[src/common/rsbv_pkg.sv]
// Constants shared by the reset entry and boot vector block.
// Assumes a single 50 MHz system clock and an active-high async reset.
package rsbv_pkg;
   // ==========================================
   // Reset source indices
   localparam int RSBV_NSRC = 8;
   localparam int RSBV_SRC_POR = 0;
   localparam int RSBV_SRC_PIN = 1;
   localparam int RSBV_SRC_CMP = 2;
   localparam int RSBV_SRC_SW = 3;
   localparam int RSBV_SRC_SUPPLY = 4;
   localparam int RSBV_SRC_DOG = 5;
   localparam int RSBV_SRC_CLKMISS = 6;
   localparam int RSBV_SRC_FLASH = 7;
   // ==========================================
   // Boot selection values
   localparam logic [7:0] RSBV_BOOT_MARK = 8'ha5;
   localparam logic [15:0] RSBV_RESET_VEC = 16'h0000;
   localparam logic [15:0] RSBV_LOCK_ADDR = 16'h1fff;
   localparam logic [15:0] RSBV_SIG_ADDR = 16'h1ffe;
   localparam logic [15:0] RSBV_BOOT_VEC = 16'h1e00;
   // ==========================================
   // Reset values of outputs; flash read latency
   localparam logic [7:0] RSBV_PORT_LATCH_RST = 8'hff;
   localparam logic [2:0] RSBV_DOG_MAX_IVAL = 3'h7;
   localparam logic RSBV_CLK_SEL_INT = 1'h0;
   localparam logic [1:0] RSBV_FLASH_LAT = 2'h2;
   // ==========================================
   // Machine states
   typedef enum logic [2:0] {
      RSBV_ST_HOLD,
      RSBV_ST_READ,
      RSBV_ST_WAIT,
      RSBV_ST_DECIDE,
      RSBV_ST_RUN
   } rsbv_state_t;
endpackage : rsbv_pkg

[src/hdl/rsbv_reset_ctrl.sv]
// Reset entry and boot vector selection for a small controller.
// Assumes reset sources are async pins; flash answers in fixed cycles.
//
// Overview of operation
// - Any reset source halts the core
// - Registers reset; power-on-only bits keep otherwise
// - Reset clears interrupt enables, stops timers
// - Reset leaves RAM contents untouched
// - Port latches one, drivers open-drain
// - Weak pull-ups on during and after reset
// - Power-on or supply reset drives pin low
// - Exit clears program counter, internal clock
// - Exit enables dog timer; default vector zero
// - Eight reset sources each force reset
// - Signature is byte below lock byte
// - Signature 0xA5 means bootloader present
// - Any other value means no bootloader
// - Bootloader present: fetch from bootloader vector
// - No bootloader: fetch from address zero
// - Dog timer starts with longest interval
// - Dog timer reset leaves pin alone
module rsbv_reset_ctrl
   import rsbv_pkg::*;
(
   input wire logic ref_clk_i,
   input wire logic sys_rst_i,
   input wire logic por_req_i,
   input wire logic ext_reset_pin_n_i,
   input wire logic cmp_req_i,
   input wire logic sw_req_i,
   input wire logic supply_req_i,
   input wire logic dog_req_i,
   input wire logic clkmiss_req_i,
   input wire logic flash_err_i,
   input wire logic [7:0] flash_data_i,
   output logic flash_rd_o,
   output logic [15:0] flash_addr_o,
   output logic core_halt_o,
   output logic reg_rst_o,
   output logic por_rst_o,
   output logic int_en_clr_o,
   output logic timer_stop_o,
   output logic ram_hold_o,
   output logic [7:0] port_latch_o,
   output logic port_open_drain_o,
   output logic weak_pullup_o,
   output logic ext_reset_pin_n_o,
   output logic ext_reset_pin_n_oe_n_o,
   output logic [15:0] program_counter_o,
   output logic pc_load_o,
   output logic clk_sel_o,
   output logic dog_timer_en_o,
   output logic [2:0] dog_timer_ival_o,
   output logic boot_present_o,
   output logic [RSBV_NSRC-1:0] reset_cause_o
);
   rsbv_state_t state_reg;
   rsbv_state_t state_next;
   logic [RSBV_NSRC-1:0] src_raw;
   logic [RSBV_NSRC-1:0] src_sync;
   logic any_src;
   logic rd_start;
   logic rd_done;
   logic [7:0] sig_byte;
   logic boot_reg;
   logic pin_drive_reg;
   logic [RSBV_NSRC-1:0] cause_reg;
   logic [15:0] pc_reg;
   logic pc_load_reg;
   logic halt_reg;

   // Signature decode
   function automatic logic rsbv_is_boot(input logic [7:0] b);
      return b == RSBV_BOOT_MARK;
   endfunction

   // ==========================================
   // Source gathering
   // eight reset sources
   // own pin drive not read back as request
   assign src_raw = {flash_err_i, clkmiss_req_i, dog_req_i, supply_req_i,
                     sw_req_i, cmp_req_i,
                     ~ext_reset_pin_n_i & ~pin_drive_reg, por_req_i};

   rsbv_sync u_sync (
      .ref_clk_i(ref_clk_i),
      .sys_rst_i(sys_rst_i),
      .async_i(src_raw),
      .rst_val_i('0),
      .sync_o(src_sync)
   );

   assign any_src = |src_sync;

   // ==========================================
   // Sequencing
   // wait for release
   always_comb begin
      state_next = state_reg;
      case (state_reg)
         RSBV_ST_HOLD: begin
            if (!any_src) begin
               state_next = RSBV_ST_READ;
            end
         end
         RSBV_ST_READ: begin
            state_next = RSBV_ST_WAIT;
         end
         RSBV_ST_WAIT: begin
            if (any_src) begin
               state_next = RSBV_ST_HOLD;
            end else if (rd_done) begin
               state_next = RSBV_ST_DECIDE;
            end
         end
         RSBV_ST_DECIDE: begin
            state_next = RSBV_ST_RUN;
         end
         RSBV_ST_RUN: begin
            if (any_src) begin
               state_next = RSBV_ST_HOLD;
            end
         end
         default: begin
            state_next = RSBV_ST_HOLD;
         end
      endcase
      if (any_src) begin
         state_next = RSBV_ST_HOLD;
      end
   end

   // State register
   always_ff @(posedge ref_clk_i or posedge sys_rst_i) begin
      if (sys_rst_i) begin
         state_reg <= RSBV_ST_HOLD;
      end else begin
         state_reg <= state_next;
      end
   end

   assign rd_start = (state_reg == RSBV_ST_READ);

   rsbv_flash_rd u_rd (
      .ref_clk_i(ref_clk_i),
      .sys_rst_i(sys_rst_i),
      .start_i(rd_start),
      .flash_data_i(flash_data_i),
      .flash_rd_o(flash_rd_o),
      .flash_addr_o(flash_addr_o),
      .done_o(rd_done),
      .byte_o(sig_byte)
   );

   // ==========================================
   // Boot decision
   // marker compare
   always_ff @(posedge ref_clk_i or posedge sys_rst_i) begin
      if (sys_rst_i) begin
         boot_reg <= 1'b0;
      end else if (state_reg == RSBV_ST_WAIT && rd_done && !any_src) begin
         boot_reg <= rsbv_is_boot(sig_byte);
      end
   end

   always_ff @(posedge ref_clk_i or posedge sys_rst_i) begin
      if (sys_rst_i) begin
         pc_reg <= RSBV_RESET_VEC;
         pc_load_reg <= 1'b0;
      end else if (state_reg == RSBV_ST_DECIDE && !any_src) begin
         pc_reg <= boot_reg ? RSBV_BOOT_VEC : RSBV_RESET_VEC;
         pc_load_reg <= 1'b1;
      end else if (state_reg != RSBV_ST_RUN) begin
         pc_reg <= RSBV_RESET_VEC;
         pc_load_reg <= 1'b0;
      end else begin
         pc_load_reg <= 1'b0;
      end
   end

   always_ff @(posedge ref_clk_i or posedge sys_rst_i) begin
      if (sys_rst_i) begin
         halt_reg <= 1'b1;
      end else begin
         halt_reg <= (state_next != RSBV_ST_RUN);
      end
   end

   // ==========================================
   // Reset pin drive
   // pin low for supply
   always_ff @(posedge ref_clk_i or posedge sys_rst_i) begin
      if (sys_rst_i) begin
         pin_drive_reg <= 1'b1;
      end else if (src_sync[RSBV_SRC_POR] || src_sync[RSBV_SRC_SUPPLY]) begin
         pin_drive_reg <= 1'b1;
      end else if (state_reg == RSBV_ST_DECIDE) begin
         pin_drive_reg <= 1'b0;
      end
   end

   // Cause record; latest reset source set
   always_ff @(posedge ref_clk_i or posedge sys_rst_i) begin
      if (sys_rst_i) begin
         cause_reg <= 8'h01;
      end else if (any_src) begin
         cause_reg <= src_sync;
      end
   end

   // ==========================================
   // Outputs
   assign core_halt_o = halt_reg;
   assign reg_rst_o = halt_reg;
   assign por_rst_o = halt_reg & cause_reg[RSBV_SRC_POR];
   assign int_en_clr_o = halt_reg;
   assign timer_stop_o = halt_reg;
   assign ram_hold_o = 1'b1;
   assign port_latch_o = RSBV_PORT_LATCH_RST;
   assign port_open_drain_o = halt_reg;
   assign weak_pullup_o = 1'b1;
   assign ext_reset_pin_n_o = 1'b0;
   assign ext_reset_pin_n_oe_n_o = ~pin_drive_reg;
   assign program_counter_o = pc_reg;
   assign pc_load_o = pc_load_reg;
   assign clk_sel_o = RSBV_CLK_SEL_INT;
   assign dog_timer_en_o = ~halt_reg;
   assign dog_timer_ival_o = RSBV_DOG_MAX_IVAL;
   assign boot_present_o = boot_reg;
   assign reset_cause_o = cause_reg;
endmodule : rsbv_reset_ctrl

[src/hdl/rsbv_sync.sv]
// Three-stage input synchroniser with agreement filter.
// Assumes inputs come from outside the ref_clk_i domain.
module rsbv_sync
   import rsbv_pkg::*;
(
   input wire logic ref_clk_i,
   input wire logic sys_rst_i,
   input wire logic [RSBV_NSRC-1:0] async_i,
   input wire logic [RSBV_NSRC-1:0] rst_val_i,
   output logic [RSBV_NSRC-1:0] sync_o
);
   logic [RSBV_NSRC-1:0] s1_reg;
   logic [RSBV_NSRC-1:0] s2_reg;
   logic [RSBV_NSRC-1:0] s3_reg;
   logic [RSBV_NSRC-1:0] out_reg;

   // ==========================================
   // Stage chain; first stage feeds only the second
   always_ff @(posedge ref_clk_i or posedge sys_rst_i) begin
      if (sys_rst_i) begin
         s1_reg <= '0;
         s2_reg <= '0;
         s3_reg <= '0;
      end else begin
         s1_reg <= async_i;
         s2_reg <= s1_reg;
         s3_reg <= s2_reg;
      end
   end

   // Update once stages two and three agree
   always_ff @(posedge ref_clk_i or posedge sys_rst_i) begin
      if (sys_rst_i) begin
         out_reg <= '0;
      end else begin
         out_reg <= (s2_reg & s3_reg) | (out_reg & (s2_reg | s3_reg));
      end
   end

   // Caller may force bits on
   assign sync_o = out_reg | rst_val_i;
endmodule : rsbv_sync

[src/hdl/rsbv_flash_rd.sv]
// Single-byte flash reader for the boot signature.
// Assumes a flash port with fixed latency and no wait signal.
module rsbv_flash_rd
   import rsbv_pkg::*;
(
   input wire logic ref_clk_i,
   input wire logic sys_rst_i,
   input wire logic start_i,
   input wire logic [7:0] flash_data_i,
   output logic flash_rd_o,
   output logic [15:0] flash_addr_o,
   output logic done_o,
   output logic [7:0] byte_o
);
   logic [1:0] cnt_reg;
   logic busy_reg;
   logic [7:0] byte_reg;
   logic done_reg;

   // ==========================================
   // Latency counter
   always_ff @(posedge ref_clk_i or posedge sys_rst_i) begin
      if (sys_rst_i) begin
         busy_reg <= 1'b0;
         cnt_reg <= 2'h0;
      end else if (start_i && !busy_reg) begin
         busy_reg <= 1'b1;
         cnt_reg <= RSBV_FLASH_LAT;
      end else if (busy_reg) begin
         cnt_reg <= cnt_reg - 2'h1;
         if (cnt_reg == 2'h1) begin
            busy_reg <= 1'b0;
         end
      end
   end

   // Capture returned byte on the last cycle; done rises on the same edge as the capture
   always_ff @(posedge ref_clk_i or posedge sys_rst_i) begin
      if (sys_rst_i) begin
         byte_reg <= 8'h00;
         done_reg <= 1'b0;
      end else begin
         done_reg <= busy_reg && (cnt_reg == 2'h1);
         if (busy_reg && cnt_reg == 2'h1) begin
            byte_reg <= flash_data_i;
         end
      end
   end

   assign flash_rd_o = busy_reg;
   // Byte just below the lock byte
   assign flash_addr_o = RSBV_SIG_ADDR;
   // Byte is held in a flop, valid while done is high
   assign done_o = done_reg;
   assign byte_o = byte_reg;
endmodule : rsbv_flash_rd

[config.mk]
export PLATFORM = sky130hd
export DESIGN_NAME = rsbv_reset_ctrl
export DESIGN_NICKNAME = d
export VERILOG_FILES = /design/src/common/rsbv_pkg.sv /design/src/hdl/rsbv_reset_ctrl.sv /design/src/hdl/rsbv_sync.sv /design/src/hdl/rsbv_flash_rd.sv
export SDC_FILE = /design/constraint.sdc
export NUM_CORES = 1
export LEC_CHECK = 0
export BUFFER_PORTS_ARGS = -buffer_cell sky130_fd_sc_hd__buf_2
export CAP_MARGIN = 20
export CORE_MARGIN = 1
export CORE_UTILIZATION = 43
export CTS_CLUSTER_DIAMETER = 80
export DETAILED_ROUTE_END_ITERATION = 10
export PLACE_DENSITY = 0.71
export SLEW_MARGIN = 20
export SYNTH_ARGS = -nofsm -noshare
export SYNTH_HDL_FRONTEND = slang
export SYNTH_SLANG_ARGS = --single-unit
[constraint.sdc]
create_clock -name ref_clk_i -period 5.33 [get_ports ref_clk_i]
set_input_delay 1.066 -clock ref_clk_i [delete_from_list [all_inputs] [get_ports ref_clk_i]]
set_output_delay 1.066 -clock ref_clk_i [all_outputs]
set_load 0.005 [all_outputs]
==> results.ini, run 1 <==
[worst_setup_path]
cp.required_ps=4260
r2r_slack_ps=3880
worstSetupPathType=register to output pin
crit_path_top_delay_cell=dfstp_2
end_kind=output pin
worstPathArrival_ps=1110
crit_fanout=7
cpPeakStageDelay_ps=560
crit_chain=and2_1, buf_2
critPathLaunchType=register
worstRegToRegCells=3

[synthesis]
ys_ff_latch=60
ys_warn_count=0
synthSimpleGateAreaFrac_pct=6.04
synth_adder_area_share_pct=3.82
avgSynthCellArea_sq_um=13.7
synthArstFlopShare_pct=100
synth_compound_area_share_pct=6.09
muxShareOfSynthArea_pct=4.13
netlist_instances=177
synth_xor_area_share_pct=0.361
synth_ff_type=dfrtp_1
synth-edff-count=0
synth.distinct_cells=32
netlist_area_sq_mm=0.00242
yosysSeqAreaShare_pct=62.1
synth_top_family_by_area=buffers and inverters

[final_layout]
final_cell_count_no_fill=294
num_antenna_cells=0
nets=238
utilization_pct=51.1
final_area_sq_mm=0.00269
areaGrowthSynthToFinish_pct=11.1
drive_gt1_share_pct=32.1

[global_route]
grt_max_degree=61
antenna_found_initial=0
grt_pass1_vias=1074
grt_pass1_wl_um=4870
grt_use_total_pct=11.2
overflow=0

[placement]
dp.cells=278
dp_hpwl_um=2140
detailedPlace.worstSlack_ps=3490
place_area_sq_mm=0.00249
portBuffers=40
place_congestion=0.698

[timing]
fin_tns_setup_ps=0
worstMarginPinSlew_ps=708
max_freq_mhz=460
min_period_ps=2180
finalMaxSlewViolations=0
holdWs_ps=344
period_share_pct=40.8
rsz0062_at_grt=false
skew_ps=4.88
setup_ws_ps=3150
setup_violations=0
hold_violations=0
relSlewSlack_pct=52.8

[power_and_ir_drop]
seq_power_share_pct=51.5
p_sw_mw=0.241
p_total_mw=1.07
cellPowerDensity_mw_per_mm2=397
internal-power_mw=0.830
pwr-share-comb_pct=10.0
switching_share_pct=22.5
total_leakage_power_nw=1.37
max-vdd-ir-drop_v=0.000145
clkPwrFrac_pct=38.5

[floorplan]
ioPinCount=84
die_w_um=77.1
rows=26
coreArea_sq_mm=0.00527
start_util_pct=46.0
die_area_sq_mm=0.00594
die_y_um=77.1

[routing]
totalWireLength_um=3080
dr_total_vias=1240
drc=0
ant_nets=0
firstDrtPassIters=3
avgViaCountPerCell=4.22
wl_per_cell_um=10.5
drt_iter0_markers=35

[clock_network]
clk_pin_slew_ps=60
cts_setup_buffers=0
cts_resized=0
clkLatencyLatePin_ps=320
hold_buffers=0
cts_tree=yes
root_buffer=clkbuf_8
htree_levels=3
cts_made_buffers=9
cts_buffer_depth=2
clkSinkCount=60

[min_path]
hp-class=register to register
min_path_cells=0

[run]
cap_violations=0

[status]
status=finished, final reports clean

power groups by stage:
stage	sequential, mW	combinational (mW)	clock (mW)
floorplan	0.551	0.103	0
global placement	0.556	0.103	0
detailed placement	0.560	0.108	0
CTS	0.552	0.108	0.423
global route	0.559	0.123	0.445
finish	0.551	0.107	0.412
critical path: cells and delay by family (launching register included):
| kind | cells | cell delay (ps) |
|---|---|---|
| buffers and inverters | 1 | 100 |
| DFF | 1 | 560 |
| and+or+nand+nor | 1 | 120 |
cells in the final DEF (no fill, tap or decap), drive strengths merged:
master    n
nor3      2
inv       8
a21o      9
ha        1
bufinv    1
and4bb    1
and2      2
clkbuf   15
buf      41
a2bb2oi   1
nand3b    1
xnor2     1
nor2      4
nor4      2
o31ai     1
maj3      8
conb     43
o21ai     1
dfstp     3
nor4bb    1
a21oi     1
a2111oi   1
mux2      8
mux2i     1
a41o      1
nand3     2
dfrtp    57
a31oi     1
or3b      1
nand2     4
a211o     1
cell type report:
cell class / count / area [sq um]
clock buffers: 15 / 176
clock inverters: 1 / 30.0
fillers: 483 / 2580
inverters: 8 / 30.0
multi-input cells: 99 / 657
flip-flops and latches: 60 / 1510
well taps: 70 / 87.6
repair buffers: 41 / 208
synth_stat cells, types with 2 or more instances:
cell | instances | area, sq um
nor2_1 | 4 | 15.0
and2_1 | 2 | 12.5
a21o_1 | 8 | 60.1
buf_4 | 50 | 375
nand2_1 | 3 | 11.3
nor4_4 | 2 | 42.5
dfrtp_1 | 57 | 1430
conb_1 | 2 | 7.51
maj3_1 | 8 | 80.1
nor3_1 | 2 | 10.0
nand3_1 | 2 | 10.0
inv_1 | 8 | 30.0
dfstp_2 | 3 | 78.8
mux2_2 | 8 | 90.1
kinds of logic after synthesis:
logic type / after synthesis
AOI/OAI and AO/OA: 17
muxes: 9
other: 2
DFF: 60
adders and majority gates: 9
and+or+nand+nor: 20
buffers and inverters: 59
xor gates and xnor gates: 1
per-layer routing:
layer	routed length (um)	global-route usage, %	part of all wire [%]	vias up
met5	0	0	0	-
met4	69	7.36	2.2	0
met3	244	5.12	7.9	6
met2	1380	16.7	45	62
met1	1380	12.8	45	593
li1	-	-	-	579
final timing paths:
path                                   start                end
max reg2reg                u_sync.out_reg[3]     boot_present_o
min                         u_sync.s1_reg[6]   u_sync.s2_reg[6]
max in group asynchronous          sys_rst_i  u_sync.out_reg[6]
min reg2reg                 u_sync.s1_reg[6]   u_sync.s2_reg[6]
min in group asynchronous          sys_rst_i     u_rd.byte_o[0]
max                              core_halt_o          por_rst_o
Power figures use the tool's default switching activity.
==> run 2, diff against run 1 <==
==> constraint.sdc (replaced) <==
create_clock -name ref_clk_i -period 2.2 [get_ports ref_clk_i]
set_input_delay 0.44 -clock ref_clk_i [delete_from_list [all_inputs] [get_ports ref_clk_i]]
set_output_delay 0.44 -clock ref_clk_i [all_outputs]
set_load 0.005 [all_outputs]
==> run 2 against run 1 <==
- worst setup slack got worse by 2500 ps
- hold slack got worse by 230 ps
- register-to-register slack got worse by 3100 ps
- largest cell class unchanged
==> results.ini, run 2 (synthesized netlist as in run 1, its figures left out) <==
[clock_network]
cts_made_buffers=9  ; unchanged
htree_levels=3  ; unchanged
cts_tree=yes
hold_buffers=0  ; unchanged
cts_buffer_depth=2  ; unchanged
root_buffer=clkbuf_8
cts_resized=0  ; unchanged
clkSinkCount=60  ; unchanged
clkLatencyLatePin_ps=330  ; about the same
cts_setup_buffers=0  ; unchanged
clk_pin_slew_ps=60  ; about the same

[timing]
period_share_pct=70.8
min_period_ps=1560
rsz0062_at_grt=false
skew_ps=5.22  ; +0.338 ps
hold_violations=0  ; unchanged
fin_tns_setup_ps=0  ; unchanged
finalMaxSlewViolations=0  ; unchanged
max_freq_mhz=642
holdWs_ps=110  ; -234 ps
setup_violations=0  ; unchanged

[worst_setup_path]
worstRegToRegCells=3  ; unchanged
worstPathArrival_ps=1120  ; about the same
cp.required_ps=1760  ; -2500 ps
worstSetupPathType=register to output pin
rr_startpoint=u_sync.out_reg[4]
r2r-end=boot_present_o
crit_fanout=7  ; unchanged
critPathLaunchType=register
end_kind=output pin
endpoint=por_rst_o
r2r_slack_ps=790  ; -3090 ps
critPathLaunch=core_halt_o

[floorplan]
ioPinCount=84  ; unchanged
die_y_um=77.1  ; unchanged
coreArea_sq_mm=0.00527  ; unchanged
die_area_sq_mm=0.00594  ; unchanged
die_w_um=77.1  ; unchanged
rows=26  ; unchanged
start_util_pct=46.0  ; unchanged

[placement]
dp_hpwl_um=2260  ; +5.7%
portBuffers=40  ; unchanged
place_congestion=0.676  ; -3.2%

[routing]
dr_total_vias=1238  ; -0.16%
totalWireLength_um=3240  ; +5.1%
wl_per_cell_um=11.0  ; +5.1%
ant_nets=0  ; unchanged
drt_iter0_markers=73  ; +110%
drc=0  ; unchanged
avgViaCountPerCell=4.21  ; -0.16%
firstDrtPassIters=4  ; +1

[global_route]
grt_use_total_pct=12.1  ; +0.97 points
antenna_found_initial=0  ; unchanged
grt_pass1_wl_um=5240  ; +7.5%
grt_pass1_vias=1133  ; +5.5%
overflow=0  ; unchanged
grt_max_degree=43  ; -30%

[power_and_ir_drop]
total_leakage_power_nw=1.38  ; +0.22%
max-vdd-ir-drop_v=0.000323  ; +120%
cellPowerDensity_mw_per_mm2=955  ; +140%

[run]
cap_violations=0  ; unchanged

[final_layout]
drive_gt1_share_pct=33.0  ; +0.89 points
areaGrowthSynthToFinish_pct=11.5
num_antenna_cells=0  ; unchanged
final_common_cell=dfrtp_1
fillers=483  ; unchanged
layout_common_cells=57 x dfrtp_1, 43 x conb_1, 40 x buf_2
nets=238  ; unchanged

[min_path]
hp-class=input port to asynchronous set/reset pin

[status]
status=finished, final reports clean

## run 2: cell types whose count changed in the layout (fill, tap and decap cells not counted)
cell        change
buf_12          +1
clkinv_2        +2
clkbuf_1        -2
clkbuf_8        -1
buf_4           -1
clkinvlp_4      +1
## run 2: worst max-delay path, cell delays in order (launching register included)
cell	delay [ps]
dfstp_2	570
and2_1	130
buf_2	100
## run 2: final cells by class
class                   instances  area, sq um  area share [%]
clock buffers                  12          155            5.74
clock inverters                 4         47.5            1.76
inverters                       8         30.0            1.11
multi-input cells              99          657            24.3
flip-flops and latches         60         1510            55.7
well taps                      70         87.6            3.24
repair buffers                 41          220            8.15
## run 2: worst min path at each step
stage | start | endpoint | slack, ps | cells after the start
floorplan | u_sync.s1_reg[0] | u_sync.s2_reg[0] | 330 | 0
global placement | u_sync.s1_reg[6] | u_sync.s2_reg[6] | 330 | 0
detailed placement | u_sync.s1_reg[0] | u_sync.s2_reg[0] | 330 | 0
CTS | sys_rst_i | state_reg[1] | 100 | 2
global route | sys_rst_i | u_rd.byte_o[1] | 120 | 2
finish | sys_rst_i | state_reg[1] | 110 | 2
## run 2: report_power, final
| group | internal [mW] | leakage [nW] | switching (mW) |
|---|---|---|---|
| combinational | 0.146 | 0.547 | 0.120 |
| clock | 0.581 | 0.102 | 0.397 |
| sequential | 1.25 | 0.726 | 0.0884 |
## run 2: metrics by stage
step,worst slack (ps),power [mW],util [%],area (sq um),std cells
4_1_cts,618,2.62,51.3,2700,294
3_5_place_dp,793,1.62,47.4,2500,278
2_1_floorplan,280,1.58,-,2580,218
6_report,643,2.58,51.3,2700,294
5_1_grt,579,2.73,51.3,2700,294
3_3_place_gp,805,1.60,47.4,2500,278
## run 2: layer usage
metal / GRT usage, % / wire length [um] / up-vias
met3: 5.24 / 225 / 9
met4: 8.49 / 85 / 0
li1: - / - / 580
met1: 14.5 / 1450 / 586
met2: 17.5 / 1480 / 63
met5: 0 / 0 / -
